## config.mk

```make
export PLATFORM = sky130hd
export DESIGN_NAME = call_io_status_decode
export DESIGN_NICKNAME = d
export VERILOG_FILES = /design/src/common/instr_pkg.sv /design/src/hw/cycle_timer.sv /design/src/hw/call_io_status_decode.sv
export SDC_FILE = /design/constraint.sdc
export NUM_CORES = 1
export LEC_CHECK = 0
export BUFFER_PORTS_ARGS = -buffer_cell sky130_fd_sc_hd__buf_2
export CELL_PAD_IN_SITES_DETAIL_PLACEMENT = 0
export CELL_PAD_IN_SITES_GLOBAL_PLACEMENT = 1
export CORE_MARGIN = 1.5
export CORE_UTILIZATION = 38
export DETAILED_ROUTE_END_ITERATION = 16
export GPL_ROUTABILITY_DRIVEN = 0
export GPL_TIMING_DRIVEN = 0
export PLACE_DENSITY_LB_ADDON = 0.1
export SLEW_MARGIN = 20
export SYNTH_ARGS = -nofsm -noshare
export SYNTH_HDL_FRONTEND = slang
export SYNTH_SLANG_ARGS = --single-unit
```

## constraint.sdc

```tcl
create_clock -name sys_clk -period 7.4 [get_ports sys_clk]
set_clock_uncertainty 0.2 [all_clocks]
set_input_delay 0.37 -clock sys_clk [delete_from_list [all_inputs] [get_ports sys_clk]]
set_output_delay 0.37 -clock sys_clk [all_outputs]
set_load 0.02 [all_outputs]
```

## src/common/instr_pkg.sv

```systemverilog
// Purpose: shared constants for the call, i/o and status decoder
// Assumes: 8-bit opcodes, three clocks per processor cycle
// Notes: opcode groups keep the register field in bits 1:0
package instr_pkg;
  // ==========================================================
  // opcodes and group bases
  localparam logic [7:0] OP_ZCALL = 8'hbb;
  localparam logic [7:0] OP_XCALL = 8'hbf;
  localparam logic [7:0] OP_RET = 8'h14;
  localparam logic [7:0] OP_RETE = 8'h34;
  localparam logic [7:0] OP_READ_EXTENDED_PORT = 8'h54;
  localparam logic [7:0] OP_WRITE_EXTENDED_PORT = 8'hd4;
  localparam logic [7:0] OP_READ_CONTROL_PORT = 8'h30;
  localparam logic [7:0] OP_WRITE_DATA_PORT = 8'hf0;
  localparam logic [7:0] OP_READ_DATA_PORT = 8'h70;
  localparam logic [7:0] OP_HALT = 8'h40;
  localparam logic [7:0] OP_TMI = 8'hf4;
  localparam logic [7:0] OP_LOAD_LOWER_STATUS_FROM_MEMORY = 8'h10;
  localparam logic [7:0] OP_STORE_LOWER_STATUS_TO_MEMORY = 8'h11;
  localparam logic [7:0] OP_CPSU = 8'h74;
  localparam logic [7:0] OP_CPSL = 8'h75;
  localparam logic [7:0] OP_PPSU = 8'h76;
  localparam logic [7:0] OP_PPSL = 8'h77;
  localparam logic [7:0] OP_TPSU = 8'hb4;
  localparam logic [7:0] OP_TPSL = 8'hb5;
  localparam logic [7:0] OP_LPSU = 8'h92;
  localparam logic [7:0] GROUP_MASK = 8'hfc;
  // ==========================================================
  // condition codes
  localparam logic [1:0] CC_ZERO = 2'h0;
  localparam logic [1:0] CC_POS = 2'h1;
  localparam logic [1:0] CC_NEG = 2'h2;
  localparam logic [1:0] CC_ALWAYS = 2'h3;
  // ==========================================================
  // status word fields (upper: sp 2:0, uf 4:3, ii 5; lower)
  localparam int SP_LSB = 0;
  localparam int UF_LSB = 3;
  localparam int II_BIT = 5;
  localparam int CC_LSB = 6;
  localparam int RS_BIT = 4;
  localparam int WC_BIT = 3;
  localparam int COM_BIT = 1;
  localparam logic [7:0] UPPER_RST = 8'h00;
  localparam logic [7:0] LOWER_RST = 8'h00;
  localparam logic [7:0] UF_MASK = 8'h18;
  // ==========================================================
  // timing
  localparam logic [1:0] CLK_PER_CYC = 2'h3;
  localparam logic [2:0] CYC_1 = 3'h1;
  localparam logic [2:0] CYC_2 = 3'h2;
  localparam logic [2:0] CYC_3 = 3'h3;
  localparam logic [2:0] CYC_4 = 3'h4;
  localparam logic [2:0] CYC_IND = 3'h2;
  localparam int STACK_DEPTH = 8;
  typedef enum logic [3:0] {
    K_NONE, K_ZCALL, K_XCALL, K_RET, K_READ_EXTENDED_PORT, K_WRITE_EXTENDED_PORT, K_READ_CONTROL_PORT,
    K_WRITE_DATA_PORT, K_READ_DATA_PORT, K_HALT, K_TMI, K_LOAD_LOWER_STATUS_FROM_MEMORY, K_STORE_LOWER_STATUS_TO_MEMORY, K_PSMOD,
    K_TPS, K_LPSU
  } kind_t;
endpackage

```

## src/hw/cycle_timer.sv

```systemverilog
// Purpose: counts processor cycles of three clocks each
// Assumes: start pulses only while idle
// Notes: done pulses in the last clock of the last cycle
module cycle_timer (
  input wire logic sys_clk,
  input wire logic rst_n,
  input wire logic start,
  input wire logic [2:0] cycles,
  output logic busy,
  output logic done
);
  logic [1:0] phase_ff;
  logic [2:0] left_ff;
  logic busy_ff;
  wire last_phase = (phase_ff == instr_pkg::CLK_PER_CYC - 2'h1);
  assign busy = busy_ff;
  assign done = busy_ff && last_phase && (left_ff == 3'h1);
  // each processor cycle is three clock periods
  always_ff @(posedge sys_clk or negedge rst_n) begin
    if (!rst_n) begin
      phase_ff <= 2'h0;
      left_ff <= 3'h0;
      busy_ff <= 1'b0;
    end else if (start && !busy_ff) begin
      phase_ff <= 2'h0;
      left_ff <= cycles;
      busy_ff <= 1'b1;
    end else if (busy_ff) begin
      phase_ff <= last_phase ? 2'h0 : phase_ff + 2'h1;
      if (last_phase) begin
        left_ff <= left_ff - 3'h1;
        if (left_ff == 3'h1) begin
          busy_ff <= 1'b0;
        end
      end
    end
  end
endmodule

```

## src/hw/call_io_status_decode.sv

```systemverilog
// Purpose: decode and sequence call, return, i/o, halt and status ops
// Assumes: instruction bytes arrive whole on instr_valid; bus data
//   arrives with the issue; stack held here
// Notes: one processor cycle is three sys_clk periods
//
// Functional notes
// - BB zero page call, 2 bytes, 3(+2)
// - BF indexed call, 3 bytes, 3 cycles, r3
// - returns 14-17 and 34-37, one byte, 3 cycles
// - extended read: port byte, set cc
// - extended write: register onto bus, port
// - control read loads register, sets cc
// - data write outputs register, cc kept
// - data read loads register, sets cc
// - 40 halts into wait state
// - F4-F7 mask test, cc only
// - mask test cc 00 all ones, else 10
// - load lower status from memory, 4 cycles
// - store lower status, 4 cycles, +2 indirect
// - 74/75 masked clear of status bytes
// - 76/77 masked preset of status bytes
// - B4/B5 masked status test via cc
// - 92 loads upper status from r0
// - cc 01 positive, 00 zero, 10 negative
// - indirect memory operand adds two cycles
// - conditional indirect adds two when taken
// - condition 11 is always true
// - processor cycle is three clock periods
// - interrupt: finish, inhibit, vectored call, ack
module call_io_status_decode (
  input wire logic sys_clk,
  input wire logic rst_n,
  input wire logic instr_valid,
  input wire logic [7:0] opcode,
  input wire logic [7:0] operand1,
  input wire logic [7:0] operand2,
  input wire logic [14:0] next_pc,
  input wire logic enhanced_variant,
  input wire logic [7:0] reg_r0,
  input wire logic [7:0] reg_sel_val,
  input wire logic [7:0] reg_r3,
  input wire logic [7:0] bus_data_in,
  input wire logic [7:0] mem_data_in,
  input wire logic int_request,
  output logic instr_ready,
  output logic busy,
  output logic [1:0] bytes_used,
  output logic [2:0] cycles_used,
  output logic halted,
  output logic [14:0] jump_addr,
  output logic jump_valid,
  output logic [7:0] port_addr,
  output logic port_ext,
  output logic port_write,
  output logic port_read,
  output logic port_is_data,
  output logic [7:0] bus_data_out,
  output logic [14:0] mem_addr,
  output logic mem_write,
  output logic [7:0] reg_wr_data,
  output logic [1:0] reg_wr_sel,
  output logic reg_wr_en,
  output logic interrupt_acknowledge,
  output logic [7:0] upper_status_byte,
  output logic [7:0] lower_status_byte
);
  typedef enum logic [1:0] {
    ST_IDLE, ST_EXEC, ST_HALT
  } state_t;
  state_t state_ff;
  instr_pkg::kind_t kind;
  logic [7:0] psu_ff, psl_ff, nxt_psu, nxt_psl;
  logic [14:0] stack_ff [instr_pkg::STACK_DEPTH];
  logic [14:0] jump_addr_ff, mem_addr_ff;
  logic [7:0] port_addr_ff, bus_out_ff, reg_wr_data_ff;
  logic [1:0] bytes_ff, reg_wr_sel_ff;
  logic [2:0] cycles_ff;
  logic jump_valid_ff, port_ext_ff, port_wr_ff, port_rd_ff;
  logic port_data_ff, mem_wr_ff, reg_wr_en_ff, ack_ff;
  logic timer_busy, timer_done;
  // ==========================================================
  // opcode decode
  wire [7:0] grp = opcode & instr_pkg::GROUP_MASK;
  wire [1:0] rfld = opcode[1:0];
  wire indirect = operand1[7];
  always_comb begin
    kind = instr_pkg::K_NONE;
    if (opcode == instr_pkg::OP_ZCALL) kind = instr_pkg::K_ZCALL;
    else if (opcode == instr_pkg::OP_XCALL)
      kind = instr_pkg::K_XCALL;
    else if (grp == instr_pkg::OP_RET || grp == instr_pkg::OP_RETE)
      kind = instr_pkg::K_RET;
    else if (grp == instr_pkg::OP_READ_EXTENDED_PORT) kind = instr_pkg::K_READ_EXTENDED_PORT;
    else if (grp == instr_pkg::OP_WRITE_EXTENDED_PORT) kind = instr_pkg::K_WRITE_EXTENDED_PORT;
    else if (grp == instr_pkg::OP_READ_CONTROL_PORT) kind = instr_pkg::K_READ_CONTROL_PORT;
    else if (grp == instr_pkg::OP_WRITE_DATA_PORT) kind = instr_pkg::K_WRITE_DATA_PORT;
    else if (grp == instr_pkg::OP_READ_DATA_PORT) kind = instr_pkg::K_READ_DATA_PORT;
    else if (opcode == instr_pkg::OP_HALT) kind = instr_pkg::K_HALT;
    else if (grp == instr_pkg::OP_TMI) kind = instr_pkg::K_TMI;
    else if (opcode == instr_pkg::OP_LOAD_LOWER_STATUS_FROM_MEMORY && enhanced_variant)
      kind = instr_pkg::K_LOAD_LOWER_STATUS_FROM_MEMORY;
    else if (opcode == instr_pkg::OP_STORE_LOWER_STATUS_TO_MEMORY && enhanced_variant)
      kind = instr_pkg::K_STORE_LOWER_STATUS_TO_MEMORY;
    else if (grp == instr_pkg::OP_CPSU) kind = instr_pkg::K_PSMOD;
    else if (opcode == instr_pkg::OP_TPSU || opcode == instr_pkg::OP_TPSL)
      kind = instr_pkg::K_TPS;
    else if (opcode == instr_pkg::OP_LPSU) kind = instr_pkg::K_LPSU;
  end
  // ==========================================================
  // conditions and condition codes
  wire [1:0] cc_now = psl_ff[instr_pkg::CC_LSB +: 2];
  wire cond_true = (rfld == instr_pkg::CC_ALWAYS) || (rfld == cc_now);
  wire take_int = int_request && !psu_ff[instr_pkg::II_BIT];
  function automatic logic [1:0] sign_cc(input logic [7:0] v);
    if (v == 8'h00) sign_cc = instr_pkg::CC_ZERO;
    else if (v[7]) sign_cc = instr_pkg::CC_NEG;
    else sign_cc = instr_pkg::CC_POS;
  endfunction
  function automatic logic [1:0] mask_cc(input logic [7:0] v,
                                        input logic [7:0] m);
    mask_cc = ((v & m) == m) ? instr_pkg::CC_ZERO : instr_pkg::CC_NEG;
  endfunction
  wire [7:0] tps_src = opcode[0] ? psl_ff : psu_ff;
  wire [2:0] sp = psu_ff[instr_pkg::SP_LSB +: 3];
  wire [2:0] sp_up = sp + 3'h1;
  wire [2:0] sp_dn = sp - 3'h1;
  wire [14:0] rel_tgt = {8'h00, operand1[6:0]}; // page zero offset
  wire [14:0] abs_tgt = {operand1[6:0], operand2} + {7'h00, reg_r3};
  wire [7:0] uf_keep = enhanced_variant ? instr_pkg::UF_MASK : 8'h00;
  // ==========================================================
  // byte and cycle figures per kind
  logic [1:0] nbytes;
  logic [2:0] ncyc;
  always_comb begin
    nbytes = 2'h1;
    ncyc = instr_pkg::CYC_2;
    case (kind)
      instr_pkg::K_ZCALL: begin
        nbytes = 2'h2;
        ncyc = instr_pkg::CYC_3 + (indirect ? instr_pkg::CYC_IND : 3'h0);
      end
      instr_pkg::K_XCALL: begin
        nbytes = 2'h3;
        ncyc = instr_pkg::CYC_3;
      end
      instr_pkg::K_RET: ncyc = instr_pkg::CYC_3;
      instr_pkg::K_HALT: ncyc = instr_pkg::CYC_1;
      instr_pkg::K_LOAD_LOWER_STATUS_FROM_MEMORY, instr_pkg::K_STORE_LOWER_STATUS_TO_MEMORY: begin
        nbytes = 2'h3;
        ncyc = instr_pkg::CYC_4 + (indirect ? instr_pkg::CYC_IND : 3'h0);
      end
      instr_pkg::K_READ_EXTENDED_PORT, instr_pkg::K_WRITE_EXTENDED_PORT, instr_pkg::K_TMI,
      instr_pkg::K_PSMOD, instr_pkg::K_TPS: begin
        nbytes = 2'h2;
        ncyc = instr_pkg::CYC_3;
      end
      default: ;
    endcase
    if (take_int) begin
      nbytes = 2'h2;
      ncyc = instr_pkg::CYC_3 + (bus_data_in[7] ? instr_pkg::CYC_IND : 3'h0);
    end // interrupt call is taken, so indirect adds
  end
  // ==========================================================
  // status word next values
  always_comb begin
    nxt_psu = psu_ff;
    nxt_psl = psl_ff;
    case (kind)
      instr_pkg::K_ZCALL, instr_pkg::K_XCALL:
        nxt_psu[instr_pkg::SP_LSB +: 3] = sp_up;
      instr_pkg::K_RET: if (cond_true) begin
        nxt_psu[instr_pkg::SP_LSB +: 3] = sp_dn;
        if (opcode[5]) nxt_psu[instr_pkg::II_BIT] = 1'b0;
      end
      instr_pkg::K_READ_EXTENDED_PORT, instr_pkg::K_READ_CONTROL_PORT, instr_pkg::K_READ_DATA_PORT:
        nxt_psl[instr_pkg::CC_LSB +: 2] = sign_cc(bus_data_in);
      instr_pkg::K_TMI:
        nxt_psl[instr_pkg::CC_LSB +: 2] = mask_cc(reg_sel_val, operand1);
      instr_pkg::K_LOAD_LOWER_STATUS_FROM_MEMORY: nxt_psl = mem_data_in;
      instr_pkg::K_PSMOD: begin
        if (opcode[1]) begin
          if (opcode[0]) nxt_psl = psl_ff | operand1;
          else nxt_psu = psu_ff | (operand1 & ~(~uf_keep & instr_pkg::UF_MASK));
        end else begin
          if (opcode[0]) nxt_psl = psl_ff & ~operand1;
          else nxt_psu = psu_ff & ~operand1;
        end
      end
      instr_pkg::K_TPS:
        nxt_psl[instr_pkg::CC_LSB +: 2] = mask_cc(tps_src, operand1);
      instr_pkg::K_LPSU:
        nxt_psu = (reg_r0 & ~instr_pkg::UF_MASK) | (reg_r0 & uf_keep);
      default: ;
    endcase
    if (take_int) begin
      nxt_psl = psl_ff; // pending opcode must not touch lower status
      nxt_psu = psu_ff;
      nxt_psu[instr_pkg::II_BIT] = 1'b1;
      nxt_psu[instr_pkg::SP_LSB +: 3] = sp_up;
    end
  end
  // ==========================================================
  // sequencing
  // only an interrupt leaves the wait state; a request there is refused
  wire idle_now = (state_ff == ST_IDLE);
  wire wake_ok = idle_now || (state_ff == ST_HALT);
  wire issue = !timer_busy
             && ((idle_now && instr_valid) || (wake_ok && take_int));
  cycle_timer u_timer (
    .sys_clk(sys_clk),
    .rst_n(rst_n),
    .start(issue),
    .cycles(ncyc),
    .busy(timer_busy),
    .done(timer_done)
  );
  assign instr_ready = (state_ff == ST_IDLE) && !timer_busy && !take_int;
  assign busy = timer_busy;
  assign halted = (state_ff == ST_HALT);
  always_ff @(posedge sys_clk or negedge rst_n) begin
    if (!rst_n) begin
      state_ff <= ST_IDLE;
    end else if (issue && !take_int && kind == instr_pkg::K_HALT) begin
      state_ff <= ST_HALT;
    end else if (issue) begin
      state_ff <= ST_EXEC;
    end else if (timer_done && state_ff == ST_EXEC) begin
      state_ff <= ST_IDLE;
    end
  end
  // status registers, updated when an instruction issues
  always_ff @(posedge sys_clk or negedge rst_n) begin
    if (!rst_n) begin
      psu_ff <= instr_pkg::UPPER_RST;
      psl_ff <= instr_pkg::LOWER_RST;
    end else if (issue) begin
      psu_ff <= nxt_psu;
      psl_ff <= nxt_psl;
    end
  end
  // return address stack
  wire push = issue && (take_int || kind == instr_pkg::K_ZCALL
                        || kind == instr_pkg::K_XCALL);
  genvar gi;
  for (gi = 0; gi < instr_pkg::STACK_DEPTH; gi++) begin : g_stack
    always_ff @(posedge sys_clk or negedge rst_n) begin
      if (!rst_n) stack_ff[gi] <= 15'h0000;
      else if (push && sp == 3'(gi)) stack_ff[gi] <= next_pc;
    end
  end
  // ==========================================================
  // bus side outputs, held from issue until the next issue
  wire is_call = take_int || kind == instr_pkg::K_ZCALL;
  always_ff @(posedge sys_clk or negedge rst_n) begin
    if (!rst_n) begin
      jump_addr_ff <= 15'h0000;
      jump_valid_ff <= 1'b0;
      port_addr_ff <= 8'h00;
      port_ext_ff <= 1'b0;
      port_wr_ff <= 1'b0;
      port_rd_ff <= 1'b0;
      port_data_ff <= 1'b0;
      bus_out_ff <= 8'h00;
      mem_addr_ff <= 15'h0000;
      mem_wr_ff <= 1'b0;
      reg_wr_data_ff <= 8'h00;
      reg_wr_sel_ff <= 2'h0;
      reg_wr_en_ff <= 1'b0;
      ack_ff <= 1'b0;
      bytes_ff <= 2'h0;
      cycles_ff <= 3'h0;
    end else if (issue) begin
      bytes_ff <= nbytes;
      cycles_ff <= ncyc;
      ack_ff <= take_int;
      jump_valid_ff <= !take_int ?
        (kind == instr_pkg::K_ZCALL || kind == instr_pkg::K_XCALL
         || (kind == instr_pkg::K_RET && cond_true)) : 1'b1;
      jump_addr_ff <= take_int ? {8'h00, bus_data_in[6:0]} :
        is_call ? rel_tgt :
        kind == instr_pkg::K_XCALL ? abs_tgt : stack_ff[sp_dn];
      port_addr_ff <= operand1;
      port_ext_ff <= !take_int && (kind == instr_pkg::K_READ_EXTENDED_PORT
                                   || kind == instr_pkg::K_WRITE_EXTENDED_PORT);
      port_wr_ff <= !take_int && (kind == instr_pkg::K_WRITE_EXTENDED_PORT
                                  || kind == instr_pkg::K_WRITE_DATA_PORT);
      port_rd_ff <= !take_int && (kind == instr_pkg::K_READ_EXTENDED_PORT
        || kind == instr_pkg::K_READ_CONTROL_PORT || kind == instr_pkg::K_READ_DATA_PORT);
      port_data_ff <= kind == instr_pkg::K_WRITE_DATA_PORT
                   || kind == instr_pkg::K_READ_DATA_PORT;
      bus_out_ff <= kind == instr_pkg::K_STORE_LOWER_STATUS_TO_MEMORY ? psl_ff : reg_sel_val;
      mem_addr_ff <= {operand1[6:0], operand2};
      mem_wr_ff <= !take_int && kind == instr_pkg::K_STORE_LOWER_STATUS_TO_MEMORY;
      reg_wr_data_ff <= bus_data_in;
      reg_wr_sel_ff <= rfld;
      reg_wr_en_ff <= port_rd_ff_next(kind, take_int);
    end
  end
  function automatic logic port_rd_ff_next(input instr_pkg::kind_t k,
                                           input logic ti);
    port_rd_ff_next = !ti && (k == instr_pkg::K_READ_EXTENDED_PORT
      || k == instr_pkg::K_READ_CONTROL_PORT || k == instr_pkg::K_READ_DATA_PORT);
  endfunction
  assign bytes_used = bytes_ff;
  assign cycles_used = cycles_ff;
  assign jump_addr = jump_addr_ff;
  assign jump_valid = jump_valid_ff;
  assign port_addr = port_addr_ff;
  assign port_ext = port_ext_ff;
  assign port_write = port_wr_ff;
  assign port_read = port_rd_ff;
  assign port_is_data = port_data_ff;
  assign bus_data_out = bus_out_ff;
  assign mem_addr = mem_addr_ff;
  assign mem_write = mem_wr_ff;
  assign reg_wr_data = reg_wr_data_ff;
  assign reg_wr_sel = reg_wr_sel_ff;
  assign reg_wr_en = reg_wr_en_ff;
  assign interrupt_acknowledge = ack_ff;
  assign upper_status_byte = psu_ff;
  assign lower_status_byte = psl_ff;
endmodule

```

==> impl_metrics.yaml <==
run_status:
  outcome: "completed"
clock_network:
  cts.sinks: 205
  htree_levels: 1
  cts_made_buffers: 25
  path_clk_slew_ns: 0.06
  clk_root_buffer_cell: "sky130_fd_sc_hd__clkbuf_16"
  clock_path_buffers: 3
  tritoncts: "built"
  clock_insertion_delay_worst_skew_ns: 0.54
  cts_setup_buffers: 0
finish:
  layout-drive-gt1-share_pct: 35.0
  sequential_cell_area_um2: 5130
  antenna_cells: 0
  area_overhead_of_the_layout_relative_to_synthesis_pct: 24.6
  finalNetCount: 1284
  multiInputGateArea_um2: 5270
  final.fill_count: 2646
power_and_ir_drop:
  netSwitchingPower_uw: 1530
  leakagePower_uw: 0.00684
  pwr_density_cell_nw_per_um2: 312
  power_switching_share_pct: 36.4
  vdd_drop_max_mv: 0.211
  comb_power_share_pct: 34.5
  clkPwrFrac_pct: 29.3
  sequentialPowerShare_pct: 36.2
  power.internal_uw: 2680
logic_synthesis:
  synthMostInstantiatedCell: "sky130_fd_sc_hd__dfrtp_1"
  ys_ff_latch: 205
  yosys_most_used_dff: "sky130_fd_sc_hd__dfrtp_1"
  synth-warning-count: 0
  sequential_area_share_after_synthesis_pct: 47.3
  synth.net_count: 1043
  synth_area_per_cell_um2: 11.5
  synthesis.area_um2: 10800
  syn-instance-count: 941
  synth-edff-count: 0
  synth-async-reset-ratio_pct: 100
  synthTopCellsByArea: "sky130_fd_sc_hd__dfrtp_1 47%, sky130_fd_sc_hd__mux2_2 10%, sky130_fd_sc_hd__mux4_2 6.2%"
  synth_area_leader_cell: "sky130_fd_sc_hd__dfrtp_1"
  synth.distinct_cells: 77
  synth_top_cells_by_count: "205 x sky130_fd_sc_hd__dfrtp_1, 122 x sky130_fd_sc_hd__nand2_1, 97 x sky130_fd_sc_hd__mux2_2"
  synth_largest_type_area_fraction_pct: 47.3
detailed_routing:
  route.detailed.vias_per_inst: 5.29
  vias: 8358
  routed-wl-met2_um: 16200
  drcViolationCount: 0
  ant_nets: 0
  wirelength_met1_um: 15200
  detail_route.wirelength_um: 33600
  met3_length_um: 1280
  detail_route.first_pass.iterations: 4
  initialDrtViolationCount: 480
  drt-wirelength-per-cell_um: 21.3
  topRoutingLayerUsed: "met4"
worst_setup_path:
  cp_most_frequent_cell: "sky130_fd_sc_hd__buf_2"
  worst_ep_arrival_time_ns: 4.52
  required_worst_endpoint_ns: 7.59
  max_stage_delay_ns: 0.60
  worstSetupStartpointType: "register"
  worstSetupPathType: "register to register"
  path_max_fanout: 10
  worstPathCellList: "buf_2, buf_2, buf_4, inv_1, ha_1, buf_2, clkbuf_1, mux4_2, mux2i_1, nand2_1, o21ai_0, o21ai_0"
  crit_path_top_delay_cell: "sky130_fd_sc_hd__clkbuf_1"
  setup.worst_path.end_class: "register"
global_routing:
  grt_max_degree: 96
  grt_util_all_layers_pct: 23.2
  global_route_wire_length_before_repair_um: 51600
  first_global_vias: 8541
  grt_antenna_before_repair: 0
  globalRouteOverflowTotal: 0
floorplanning:
  die_x_um: 172
  initial_utilization_pct: 38.8
  dieArea_um2: 29600
  standard_cell_core_area_um2: 27900
  chipHeight_um: 172
  floorplan.io_pins: 172
  std_cell_rows: 61
min_path:
  min_path_type: "input pin to register"
sta:
  max_slew_margin_pct: 30.4
  finalWorstPathRequiredPeriod_ns: 4.34
  worstMarginPinSlew_ns: 1.04
  final_max_slew_viol_count: 0
  max_freq_ghz: 0.231
  timing_hold_violations_final: 0
  hold-worst-slack_ns: 0.0122
  accumulated_negative_setup_slack_ns: 0
  fin_crit_sh_pct: 58.6
  setup_viol: 0
  unrepaired_setup_endpoints_after_global_routing: "false"
placed_design:
  dp.final_hpwl_um: 23800
  placement.io_buffers: 164
job:
  timing.max_cap.violations: 0
-- placed cells by master, fill, tap and decap left out, types with 26 or more instances in the layout --
master / count
sky130_fd_sc_hd__dfrtp_1: 205
sky130_fd_sc_hd__buf_2: 176
sky130_fd_sc_hd__nand2_1: 122
sky130_fd_sc_hd__mux2_2: 97
sky130_fd_sc_hd__o21ai_0: 72
sky130_fd_sc_hd__dlygate4sd3_1: 48
sky130_fd_sc_hd__nor2_1: 37
sky130_fd_sc_hd__clkbuf_1: 30
sky130_fd_sc_hd__mux4_2: 30
sky130_fd_sc_hd__mux2_4: 30
sky130_fd_sc_hd__mux2i_1: 26
-- metal layers --
layer / GRT usage [%] / vias to the layer above
met2: 39.2 / 207
li1: - / 3895
met1: 31.3 / 4207
met3: 2.95 / 49
met5: 0 / -
met4: 6.39 / 0
-- worst paths after layout --
check	endpoint	from	slack (ns)	cells after the start
max	jump_addr[1]	upper_status_byte[0]	3.06	12
min	register	reg_r0[7]	0.01	4
max in group asynchronous	mem_addr[6]	rst_n	5.70	4
min in group asynchronous	bus_data_out[7]	rst_n	0.13	2
min reg2reg	port_ext	port_ext	0.27	2
max reg2reg	jump_addr[1]	upper_status_byte[0]	3.06	12
-- power groups by stage --
stage / Clock (uW) / Combinational [uW] / Sequential [uW]
floorplan: 0 / 774 / 1690
global placement: 0 / 1440 / 1540
detailed placement: 0 / 1460 / 1550
CTS: 1260 / 1480 / 1530
global route: 1310 / 1590 / 1560
finish: 1230 / 1450 / 1530
-- state kept, by name, summed over array words and instances, names as in the netlist, 3 cells and up, named ones only --
| signal | flops |
|---|---|
| upper_status_byte | 6 |
| jump_addr | 15 |
| bus_data_out | 8 |
| mem_addr | 14 |
| stack_ff | 120 |
| u_timer.left_ff | 3 |
| cycles_used | 3 |
| reg_wr_data | 8 |
-- per-stage QoR --
step	total power (uW)	utilization [%]	worst slack, ns	cell area (um2)	instances
2_1_floorplan	2470	-	3.96	10800	941
3_3_place_gp	2980	43.5	1.94	12100	1483
3_5_place_dp	3000	43.7	3.01	12200	1485
4_1_cts	4270	48.4	2.99	13500	1579
5_1_grt	4460	48.4	2.73	13500	1579
6_report	4210	48.4	3.06	13500	1579
-- cells by family (layout without fill, tap and decap cells) --
family,Yosys count,count (layout),synth area share [%]
buf+inv,87,347,4.09
compound gates,177,177,10.2
flops,205,205,47.3
mux,186,186,23.2
xor+xnor,16,16,1.29
fa+ha+maj,18,18,2.15
simple gates,252,252,11.8
-- worst max-delay path: cells and delay by family, from the launching register on --
kind | cells | cell delay, ns
compound gates | 2 | 0.15
fa+ha+maj | 1 | 0.45
buf+inv | 6 | 2.09
flops | 1 | 0.47
mux | 2 | 0.72
simple gates | 1 | 0.09
-- cell type report --
class	instances	share of cell area [%]
plain buffers	63	2.62
clock buffers	37	5.48
clock inverters	9	0.676
inverters	24	0.666
multi-input cells	649	39.0
flip-flops and latches	205	37.9
well taps	378	3.50
repair buffers	214	10.1
-- repair_timing --
action | 4_1_cts | 5_1_grt
resized for setup | 0 | 0
endpoints found under the hold margin | 257 | 0
hold buffers | 48 | 0
(Power assumes the default switching activity.)
